$ cat config.mk
export PLATFORM = sky130hd
export DESIGN_NAME = twf_core
export DESIGN_NICKNAME = d
export VERILOG_FILES = /design/src/rtl/twf_core.v /design/src/rtl/twf_sync.v /design/src/rtl/twf_cond.v
export VERILOG_INCLUDE_DIRS = /design/src /design/src/rtl
export SDC_FILE = /design/constraint.sdc
export NUM_CORES = 1
export LEC_CHECK = 0
export ABC_AREA = 1
export BUFFER_PORTS_ARGS = -buffer_cell sky130_fd_sc_hd__buf_2
export CELL_PAD_IN_SITES_DETAIL_PLACEMENT = 0
export CELL_PAD_IN_SITES_GLOBAL_PLACEMENT = 2
export CORE_UTILIZATION = 34
export DETAILED_ROUTE_END_ITERATION = 6
export PLACE_DENSITY = 0.84
export SYNTH_ARGS = -nofsm -noshare
export SYNTH_HDL_FRONTEND = slang
export SYNTH_HIERARCHICAL = 1
export SYNTH_SLANG_ARGS = --single-unit
$ cat constraint.sdc
create_clock -name sys_clk -period 3.8 [get_ports sys_clk]
set_input_delay 0.76 -clock sys_clk [delete_from_list [all_inputs] [get_ports sys_clk]]
set_output_delay 0.76 -clock sys_clk [all_outputs]
set_load 0.01 [all_outputs]
$ cat src/rtl/twf_defs.vh
// Shared constants for the two-wire framing block.
`ifndef TWF_DEFS_VH
`define TWF_DEFS_VH
`define TWF_CLK_NS 5
`define TWF_HALF_NS 1250
`define TWF_HALF_CYC (`TWF_HALF_NS / `TWF_CLK_NS)
`define TWF_CNT_W 9
`define TWF_PKT_BITS 4'h9
`define TWF_BYTE_BITS 4'h8
`define TWF_GC_ADDR 7'h00
`define TWF_RSV_HI 4'hF
`define TWF_CMD_START 2'h0
`define TWF_CMD_WRITE 2'h1
`define TWF_CMD_READ 2'h2
`define TWF_CMD_STOP 2'h3
`define TWF_RD_IDLE 8'hFF
`endif

$ cat src/rtl/twf_core.v
// Two-wire bus framing engine: master byte sequencer and slave responder.
`timescale 1ns/1ps
`include "twf_defs.vh"
module twf_core (
    input wire sys_clk,
    input wire resetn,
    input wire scl_in,
    output reg scl_out,
    output reg scl_oe,
    input wire sda_in,
    output reg sda_out,
    output reg sda_oe,
    input wire cmd_valid,
    input wire [1:0] cmd_code,
    input wire [7:0] cmd_data,
    input wire cmd_nack,
    output reg cmd_ready,
    output reg m_done,
    output reg m_err,
    output reg m_ack,
    output reg [7:0] m_rd_data,
    output reg bus_busy,
    output reg start_seen,
    output reg stop_seen,
    input wire sl_en,
    input wire [6:0] sl_addr,
    input wire sl_gc_en,
    input wire sl_ready,
    input wire [7:0] sl_tx_data,
    input wire sl_tx_valid,
    output reg sl_addr_hit,
    output reg sl_gc_hit,
    output reg sl_rw,
    output reg sl_rx_valid,
    output reg [7:0] sl_rx_data,
    output reg sl_tx_take,
    output reg sl_nack_seen
);
    localparam [6:0] M_IDLE = 7'h01;
    localparam [6:0] M_STA = 7'h02;
    localparam [6:0] M_LOW = 7'h04;
    localparam [6:0] M_HIGH = 7'h08;
    localparam [6:0] M_FIN = 7'h10;
    localparam [6:0] M_STP = 7'h20;
    localparam [6:0] M_WAIT = 7'h40;
    localparam [3:0] S_IDLE = 4'h1;
    localparam [3:0] S_ADDR = 4'h2;
    localparam [3:0] S_RX = 4'h4;
    localparam [3:0] S_TX = 4'h8;
    localparam integer HALF_CYC = `TWF_HALF_CYC;
    localparam [`TWF_CNT_W-1:0] HALF = HALF_CYC[`TWF_CNT_W-1:0];

    reg rst_meta;
    reg rst_n;
    wire [1:0] line;
    wire scl_hi;
    wire sda_hi;
    wire start_p;
    wire stop_p;
    wire scl_rise;
    wire scl_fall;
    wire busy;

    reg [6:0] m_state;
    reg [1:0] m_step;
    reg [`TWF_CNT_W-1:0] m_cnt;
    reg [8:0] m_shift;
    reg [3:0] m_bits;
    reg m_scl_low;
    reg m_sda_low;
    reg m_is_addr;
    reg m_addr_ack;
    reg m_have_data;
    wire gc_read;

    reg [3:0] s_state;
    reg [3:0] s_cnt;
    reg [7:0] s_shift;
    reg s_sda_low;
    reg s_stretch;
    reg s_load;
    reg s_acked;
    wire [6:0] s_rx_addr;
    wire s_addr_ok;
    wire s_match;
    wire s_gc;

    // Reset is released through two flops so every flop leaves reset together.
    always @(posedge sys_clk or negedge resetn) begin
        if (!resetn) begin
            rst_meta <= 1'b0;
            rst_n <= 1'b0;
        end else begin
            rst_meta <= 1'b1;
            rst_n <= rst_meta;
        end
    end

    twf_sync u_sync (
        .clk(sys_clk),
        .rst_n(rst_n),
        .din({scl_in, sda_in}),
        .dout(line)
    );
    assign scl_hi = line[1];
    assign sda_hi = line[0];

    twf_cond u_cond (
        .clk(sys_clk),
        .rst_n(rst_n),
        .scl(scl_hi),
        .sda(sda_hi),
        .start_p(start_p),
        .stop_p(stop_p),
        .scl_rise(scl_rise),
        .scl_fall(scl_fall),
        .busy(busy)
    );

    // General call with read direction would make several slaves contend.
    assign gc_read = (cmd_data[7:1] == `TWF_GC_ADDR) && cmd_data[0];

    // Master sequencer. Bit timing waits on the sampled SCL level, so a
    // stretching slave delays the high phase without shortening it.
    always @(posedge sys_clk or negedge rst_n) begin
        if (!rst_n) begin
            m_state <= M_IDLE;
            m_step <= 2'h0;
            m_cnt <= {`TWF_CNT_W{1'b0}};
            m_shift <= 9'h1FF;
            m_bits <= 4'h0;
            m_scl_low <= 1'b0;
            m_sda_low <= 1'b0;
            m_is_addr <= 1'b0;
            m_addr_ack <= 1'b0;
            m_have_data <= 1'b0;
            cmd_ready <= 1'b1;
            m_done <= 1'b0;
            m_err <= 1'b0;
            m_ack <= 1'b0;
            m_rd_data <= 8'h00;
        end else begin
            m_done <= 1'b0;
            m_err <= 1'b0;
            if (m_cnt != {`TWF_CNT_W{1'b0}}) begin
                m_cnt <= m_cnt - 1'b1;
            end
            case (m_state)
                M_IDLE: begin
                    if (cmd_valid && cmd_ready) begin
                        if (cmd_code != `TWF_CMD_START || busy || gc_read) begin
                            m_err <= 1'b1;
                        end else begin
                            m_shift <= {cmd_data, 1'b1};
                            m_is_addr <= 1'b1;
                            m_step <= 2'h0;
                            m_cnt <= HALF;
                            cmd_ready <= 1'b0;
                            m_state <= M_STA;
                        end
                    end
                end
                M_WAIT: begin
                    if (cmd_valid && cmd_ready) begin
                        case (cmd_code)
                            `TWF_CMD_START: begin
                                if (gc_read) begin
                                    m_err <= 1'b1;
                                end else begin
                                    m_shift <= {cmd_data, 1'b1};
                                    m_is_addr <= 1'b1;
                                    m_step <= 2'h0;
                                    m_cnt <= HALF;
                                    cmd_ready <= 1'b0;
                                    m_state <= M_STA;
                                end
                            end
                            `TWF_CMD_WRITE: begin
                                if (!m_addr_ack) begin
                                    m_err <= 1'b1;
                                end else begin
                                    m_shift <= {cmd_data, 1'b1};
                                    m_is_addr <= 1'b0;
                                    m_have_data <= 1'b1;
                                    m_bits <= `TWF_PKT_BITS;
                                    m_cnt <= HALF;
                                    cmd_ready <= 1'b0;
                                    m_state <= M_LOW;
                                end
                            end
                            `TWF_CMD_READ: begin
                                if (!m_addr_ack) begin
                                    m_err <= 1'b1;
                                end else begin
                                    // Master as receiver drives the acknowledge bit.
                                    m_shift <= {`TWF_RD_IDLE, cmd_nack};
                                    m_is_addr <= 1'b0;
                                    m_have_data <= 1'b1;
                                    m_bits <= `TWF_PKT_BITS;
                                    m_cnt <= HALF;
                                    cmd_ready <= 1'b0;
                                    m_state <= M_LOW;
                                end
                            end
                            default: begin
                                if (m_addr_ack && !m_have_data) begin
                                    m_err <= 1'b1;
                                end else begin
                                    m_step <= 2'h0;
                                    m_cnt <= HALF;
                                    cmd_ready <= 1'b0;
                                    m_state <= M_STP;
                                end
                            end
                        endcase
                    end
                end
                M_STA: begin
                    case (m_step)
                        2'h0: begin
                            m_sda_low <= 1'b0;
                            if (m_cnt == {`TWF_CNT_W{1'b0}}) begin
                                m_scl_low <= 1'b0;
                                m_cnt <= HALF;
                                m_step <= 2'h1;
                            end
                        end
                        2'h1: begin
                            if (!scl_hi) begin
                                m_cnt <= HALF;
                            end else if (m_cnt == {`TWF_CNT_W{1'b0}}) begin
                                m_sda_low <= 1'b1;
                                m_cnt <= HALF;
                                m_step <= 2'h2;
                            end
                        end
                        default: begin
                            if (m_cnt == {`TWF_CNT_W{1'b0}}) begin
                                m_scl_low <= 1'b1;
                                m_cnt <= HALF;
                                m_bits <= `TWF_PKT_BITS;
                                m_state <= M_LOW;
                            end
                        end
                    endcase
                end
                M_LOW: begin
                    // Data bits move SDA only here, with SCL held low; M_STA and M_STP move it for START and STOP.
                    m_sda_low <= ~m_shift[8];
                    if (m_cnt == {`TWF_CNT_W{1'b0}}) begin
                        m_scl_low <= 1'b0;
                        m_cnt <= HALF;
                        m_state <= M_HIGH;
                    end
                end
                M_HIGH: begin
                    if (!scl_hi) begin
                        m_cnt <= HALF;
                    end else if (m_cnt == {`TWF_CNT_W{1'b0}}) begin
                        m_shift <= {m_shift[7:0], sda_hi};
                        m_scl_low <= 1'b1;
                        m_cnt <= HALF;
                        m_bits <= m_bits - 1'b1;
                        m_state <= (m_bits == 4'h1) ? M_FIN : M_LOW;
                    end
                end
                M_FIN: begin
                    // Ninth bit low means the receiver acknowledged.
                    m_done <= 1'b1;
                    m_ack <= ~m_shift[0];
                    m_rd_data <= m_shift[8:1];
                    if (m_is_addr) begin
                        m_addr_ack <= ~m_shift[0];
                        m_have_data <= 1'b0;
                    end
                    cmd_ready <= 1'b1;
                    m_state <= M_WAIT;
                end
                M_STP: begin
                    case (m_step)
                        2'h0: begin
                            m_sda_low <= 1'b1;
                            if (m_cnt == {`TWF_CNT_W{1'b0}}) begin
                                m_scl_low <= 1'b0;
                                m_cnt <= HALF;
                                m_step <= 2'h1;
                            end
                        end
                        2'h1: begin
                            if (!scl_hi) begin
                                m_cnt <= HALF;
                            end else if (m_cnt == {`TWF_CNT_W{1'b0}}) begin
                                m_sda_low <= 1'b0;
                                m_cnt <= HALF;
                                m_step <= 2'h2;
                            end
                        end
                        default: begin
                            if (m_cnt == {`TWF_CNT_W{1'b0}}) begin
                                m_done <= 1'b1;
                                m_addr_ack <= 1'b0;
                                m_have_data <= 1'b0;
                                cmd_ready <= 1'b1;
                                m_state <= M_IDLE;
                            end
                        end
                    endcase
                end
                default: begin
                    m_state <= M_IDLE;
                    cmd_ready <= 1'b1;
                end
            endcase
        end
    end

    // Own address must be neither general call nor in the reserved group.
    assign s_rx_addr = s_shift[7:1];
    assign s_addr_ok = (sl_addr != `TWF_GC_ADDR) && (sl_addr[6:3] != `TWF_RSV_HI);
    assign s_match = sl_en && s_addr_ok && (s_rx_addr == sl_addr);
    assign s_gc = sl_gc_en && (s_rx_addr == `TWF_GC_ADDR) && !s_shift[0];

    // Slave responder, clocked by sys_clk and stepped by sampled bus edges.
    always @(posedge sys_clk or negedge rst_n) begin
        if (!rst_n) begin
            s_state <= S_IDLE;
            s_cnt <= 4'h0;
            s_shift <= 8'h00;
            s_sda_low <= 1'b0;
            s_stretch <= 1'b0;
            s_load <= 1'b0;
            s_acked <= 1'b0;
            sl_addr_hit <= 1'b0;
            sl_gc_hit <= 1'b0;
            sl_rw <= 1'b0;
            sl_rx_valid <= 1'b0;
            sl_rx_data <= 8'h00;
            sl_tx_take <= 1'b0;
            sl_nack_seen <= 1'b0;
        end else begin
            sl_addr_hit <= 1'b0;
            sl_gc_hit <= 1'b0;
            sl_rx_valid <= 1'b0;
            sl_tx_take <= 1'b0;
            sl_nack_seen <= 1'b0;
            if (start_p) begin
                s_state <= S_ADDR;
                s_cnt <= 4'h0;
                s_sda_low <= 1'b0;
                s_stretch <= 1'b0;
            end else if (stop_p) begin
                s_state <= S_IDLE;
                s_sda_low <= 1'b0;
                s_stretch <= 1'b0;
            end else begin
                case (s_state)
                    S_ADDR, S_RX: begin
                        if (scl_rise && s_cnt < `TWF_BYTE_BITS) begin
                            s_shift <= {s_shift[6:0], sda_hi};
                            s_cnt <= s_cnt + 1'b1;
                        end else if (scl_fall && s_cnt == `TWF_BYTE_BITS) begin
                            s_cnt <= `TWF_PKT_BITS;
                            if (s_state == S_ADDR) begin
                                s_acked <= (s_match || s_gc) && sl_ready;
                                s_sda_low <= (s_match || s_gc) && sl_ready;
                                sl_addr_hit <= s_match;
                                sl_gc_hit <= s_gc;
                                sl_rw <= s_shift[0];
                            end else begin
                                sl_rx_valid <= 1'b1;
                                sl_rx_data <= s_shift;
                                s_acked <= sl_ready;
                                s_sda_low <= sl_ready;
                            end
                        end else if (scl_fall && s_cnt == `TWF_PKT_BITS) begin
                            s_sda_low <= 1'b0;
                            s_cnt <= 4'h0;
                            if (!s_acked) begin
                                s_state <= S_IDLE;
                            end else if (s_state == S_ADDR && sl_rw) begin
                                s_load <= 1'b1;
                                s_state <= S_TX;
                            end else begin
                                s_state <= S_RX;
                            end
                        end
                    end
                    S_TX: begin
                        if (s_load) begin
                            // Holding SCL low is the only way to wait for data.
                            if (sl_tx_valid) begin
                                s_shift <= sl_tx_data;
                                s_sda_low <= ~sl_tx_data[7];
                                sl_tx_take <= 1'b1;
                                s_load <= 1'b0;
                                s_cnt <= 4'h0;
                            end else begin
                                s_stretch <= 1'b1;
                            end
                        end else if (s_stretch) begin
                            // SCL is let go a cycle after SDA moved, so the bit is set up first.
                            s_stretch <= 1'b0;
                        end else if (scl_rise) begin
                            s_cnt <= s_cnt + 1'b1;
                            if (s_cnt == `TWF_BYTE_BITS && sda_hi) begin
                                sl_nack_seen <= 1'b1;
                                s_state <= S_IDLE;
                            end
                        end else if (scl_fall) begin
                            if (s_cnt < `TWF_BYTE_BITS) begin
                                s_shift <= {s_shift[6:0], 1'b0};
                                s_sda_low <= ~s_shift[6];
                            end else if (s_cnt == `TWF_BYTE_BITS) begin
                                s_sda_low <= 1'b0;
                            end else begin
                                s_load <= 1'b1;
                            end
                        end
                    end
                    default: begin
                        s_sda_low <= 1'b0;
                        s_stretch <= 1'b0;
                        s_load <= 1'b0;
                    end
                endcase
            end
        end
    end

    // Pins only ever pull low; the out values stay at zero.
    always @(posedge sys_clk or negedge rst_n) begin
        if (!rst_n) begin
            scl_out <= 1'b0;
            sda_out <= 1'b0;
            scl_oe <= 1'b0;
            sda_oe <= 1'b0;
            bus_busy <= 1'b0;
            start_seen <= 1'b0;
            stop_seen <= 1'b0;
        end else begin
            scl_out <= 1'b0;
            sda_out <= 1'b0;
            scl_oe <= m_scl_low || s_stretch;
            sda_oe <= m_sda_low || s_sda_low;
            bus_busy <= busy;
            start_seen <= start_p;
            stop_seen <= stop_p;
        end
    end
endmodule

$ cat src/rtl/twf_sync.v
// Two-flop synchroniser for the sampled bus lines.
`timescale 1ns/1ps
module twf_sync (
    input wire clk,
    input wire rst_n,
    input wire [1:0] din,
    output wire [1:0] dout
);
    reg [1:0] meta;
    reg [1:0] stable;
    genvar i;
    generate
        for (i = 0; i < 2; i = i + 1) begin : g_bit
            // Lines idle high, so reset to the released level.
            always @(posedge clk or negedge rst_n) begin
                if (!rst_n) begin
                    meta[i] <= 1'b1;
                    stable[i] <= 1'b1;
                end else begin
                    meta[i] <= din[i];
                    stable[i] <= meta[i];
                end
            end
        end
    endgenerate
    assign dout = stable;
endmodule

$ cat src/rtl/twf_cond.v
// Bus condition detector: START, STOP, clock edges and busy tracking.
`timescale 1ns/1ps
module twf_cond (
    input wire clk,
    input wire rst_n,
    input wire scl,
    input wire sda,
    output reg start_p,
    output reg stop_p,
    output reg scl_rise,
    output reg scl_fall,
    output reg busy
);
    reg scl_d;
    reg sda_d;
    always @(posedge clk or negedge rst_n) begin
        if (!rst_n) begin
            scl_d <= 1'b1;
            sda_d <= 1'b1;
            start_p <= 1'b0;
            stop_p <= 1'b0;
            scl_rise <= 1'b0;
            scl_fall <= 1'b0;
            busy <= 1'b0;
        end else begin
            scl_d <= scl;
            sda_d <= sda;
            start_p <= scl && scl_d && sda_d && !sda;
            stop_p <= scl && scl_d && !sda_d && sda;
            scl_rise <= scl && !scl_d;
            scl_fall <= !scl && scl_d;
            // A repeated START leaves busy set; only STOP frees the bus.
            if (scl && scl_d && sda_d && !sda) begin
                busy <= 1'b1;
            end else if (scl && scl_d && !sda_d && sda) begin
                busy <= 1'b0;
            end
        end
    end
endmodule

==> out/results.txt <==
Slew Limit Fails - 0
FF-to-FF path depth - 9
fin worst setup slack - 1653 ps
ANT nets after route - 0
CP startpoint kind - flip-flop
Die X - 134.3 µm
Setup WS pre-CTS - 1465 ps
Synth Instances - 776
routability cong. - 0.8521
routed length per instance - 14.25 µm
GRT overflow - 0
P_leak - 3.467 nW
Detailed Place HPWL - 11670 µm
H-tree depth - 3
syn_area_per_cell - 7.670 µm²
combinational share of power - 0.439
drt pass-1 iters - 5
# diodes - 0
met1 Use GR - 0.2456
final core utilization - 0.3964
clk_skew - 4.493 ps
CP Launch Point - m_state[1]
GRT Overall Usage - 0.1817
Max-Cap Viols - 0
Via density - 4.861
share of the clock period used by the worst path - 0.5650
minimum clock period - 2147 ps
CTS Root Cell - clkbuf_16
CTS Buf Count - 9
WHS - 171.5 ps
Switch Pwr - 1.983 mW
layout cells sized above 1 - 0.2066
hold_buf cts - 0
Synth Cell Area - 0.005952 mm²
Yosys cell types - 48
number of global-route vias before repair - 5074
R2R setup slack - 1650 ps
Post-synth ARST share - 1.000
Post-synth EDFFs - 0
# setup viols final - 0
die span in y - 134.3 µm
std cell rows - 48
switching portion of total power - 0.4383
pin count of the biggest net entering global routing - 77
PortBufs - 65
maximum clock rate - 0.4657 GHz
top_reg_cell synth - dfrtp_1
R2R Path Start - m_state[1]
dominant cell type by area after synthesis - dfrtp_1
GR Util met3 - 0.03515
fin nets - 895
met2 usage - 0.2930
Max-slew headroom - 0.3217
crit path DAT - 2430 ps
WL final - 15340 µm
R2R Path End - m_shift[0]
CP endpoint - m_shift[0]
initial core utilization - 0.3465
die area - 0.01804 mm²
WS Path Type - reg2reg
GRT Max-Usage Layer - met2
Layout Area Growth over Synthesis - 14.40%
first-pass GRT wire length - 25750 µm
unrepaired setup endpoints after global routing - no
outcome - finished, final reports clean
Commonest cells post-synth - nand2_1 (197), inv_1 (93), dfrtp_1 (82)
Yosys warnings - 6
CP max FO - 24
Sink Count - 100
io pins - 68
Iter 0 DRT Violations - 288
number of fillers in the final layout - 1891
Remaining DRCs - 0
critical path capture point type - flip-flop
Fin. Hold Viols - 0
power share of the clock group - 0.199
Vias - 5235
Clock Path Buffers - 2
Min-Delay Path Class - in2async
most common cell in the netlist - nand2_1
setup repair bufs after CTS - 0
top-area cell type share of the netlist area - 0.3448
worst-margin pin slew - 1017 ps
Clk pin slew, worst setup/hold paths - 70 ps
sequential power share - 0.362
CP Data Required Time - 4090 ps
Clk Latency, worst-skew pair - 360 ps
Pwr per Cell Area - 664.6 mW/mm²
setup TNS - 0 ps
core box area - 0.01718 mm²
TritonCTS clock tree - done
top post-synthesis cells by area - dfrtp_1 (34%), nand2_1 (12%), dfstp_2 (7.9%)
Post-CTS Resized - 0
Pint - 2.542 mW
#FFs+latches synth - 100
register area share after synthesis - 0.4242
initial antenna violation count - 0
worst ir drop on vdd - 0.3093 mV
==> state kept, by name, indices dropped and copies added, names as in the netlist, 2 cells and up, named ones only <==
register	flops
s_state	4
u_sync/meta	2
m_cnt	9
sl_rx_data	8
u_sync/dout	2
s_shift	8
m_shift	9
s_cnt	4
m_step	2
m_state	7
m_bits	4
m_rd_data	8
==> layout make-up <==
type                            count  area (µm²)  area share
Clock buffer                       10       239.0     0.03510
Clock inverter                      6       47.55    0.006983
Inverter                          107       404.1     0.05935
Multi-Input combinational cell    561        2960      0.4348
Sequential cell                   100        2529      0.3714
Tap cell                          225       281.5     0.04135
Timing Repair Buffer               68       347.8     0.05108
==> cell families (layout without fill, tap and decap cells) <==
group | after synthesis | count (layout) | synth area share
buffers and inverters | 116 | 191 | 0.07904
XOR/XNOR | 7 | 7 | 0.01030
AO/OA/AOI/OAI | 126 | 126 | 0.1318
flip-flops | 100 | 100 | 0.4242
AND/OR/NAND/NOR | 412 | 412 | 0.3260
other | 2 | 3 | 0.001262
adder cells (fa/ha/maj) | 13 | 13 | 0.02733
==> routing by layer <==
layer | part of all wire | wire (µm)
met5 | 0 | 0
met4 | 0.016 | 241
met3 | 0.036 | 546
met2 | 0.47 | 7152
met1 | 0.48 | 7402
==> stage by stage <==
step,power (mW),std cells,instance area [µm²]
after global routing,4.938,1077,6809
after detailed placement,3.648,1061,6523
after global placement,3.652,1061,6523
final,4.526,1077,6809
after CTS,4.577,1077,6809
after floorplan,3.115,777,5956
==> how the worst min path moves through the flow <==
stage	start	to	slack (ps)
global placement	rst_meta	rst_n	340
global route	resetn	rst_n	170
finish	resetn	rst_n	170
CTS	resetn	rst_n	160
floorplan	rst_meta	rst_n	330
detailed placement	rst_meta	rst_n	340
==> power groups by stage <==
stage                     Clock [mW]  Sequential [mW]  Combinational (mW)
after global routing           0.971             1.68                2.29
final                          0.901             1.64                1.99
after detailed placement           0             1.66                1.99
after global placement             0             1.66                2.00
after floorplan                    0             1.62                1.49
after CTS                      0.933             1.64                2.00
==> cells in the final DEF, fill, tap and decap left out, types with 5 or more instances in the layout <==
master and instances:
dfstp_2 18, o211ai_1 5, nand2_2 9, nor2_2 12, xor2_1 7, inv_1 93, nor2_1 72, o21ai_1 13
clkbuf_16 9, nor2_4 11, a21oi_1 27, nand2_1 197, o21ai_0 43, inv_2 13, buf_2 65, dfrtp_1 81
nand4_1 22, a211oi_1 10, nand3_1 56, nor3_1 13, o21ai_2 9, ha_1 13
==> critical path, stage by stage (launching register included) <==
cell	delay [ps]
dfrtp_1	440
nor2_4	160
nand3_2	100
nor2_4	480
inv_2	240
o21ai_4	260
nor2_4	80
nand3_4	110
nor2_1	60
a21oi_1	140
Note: power is estimated with default switching activity, not from simulation.
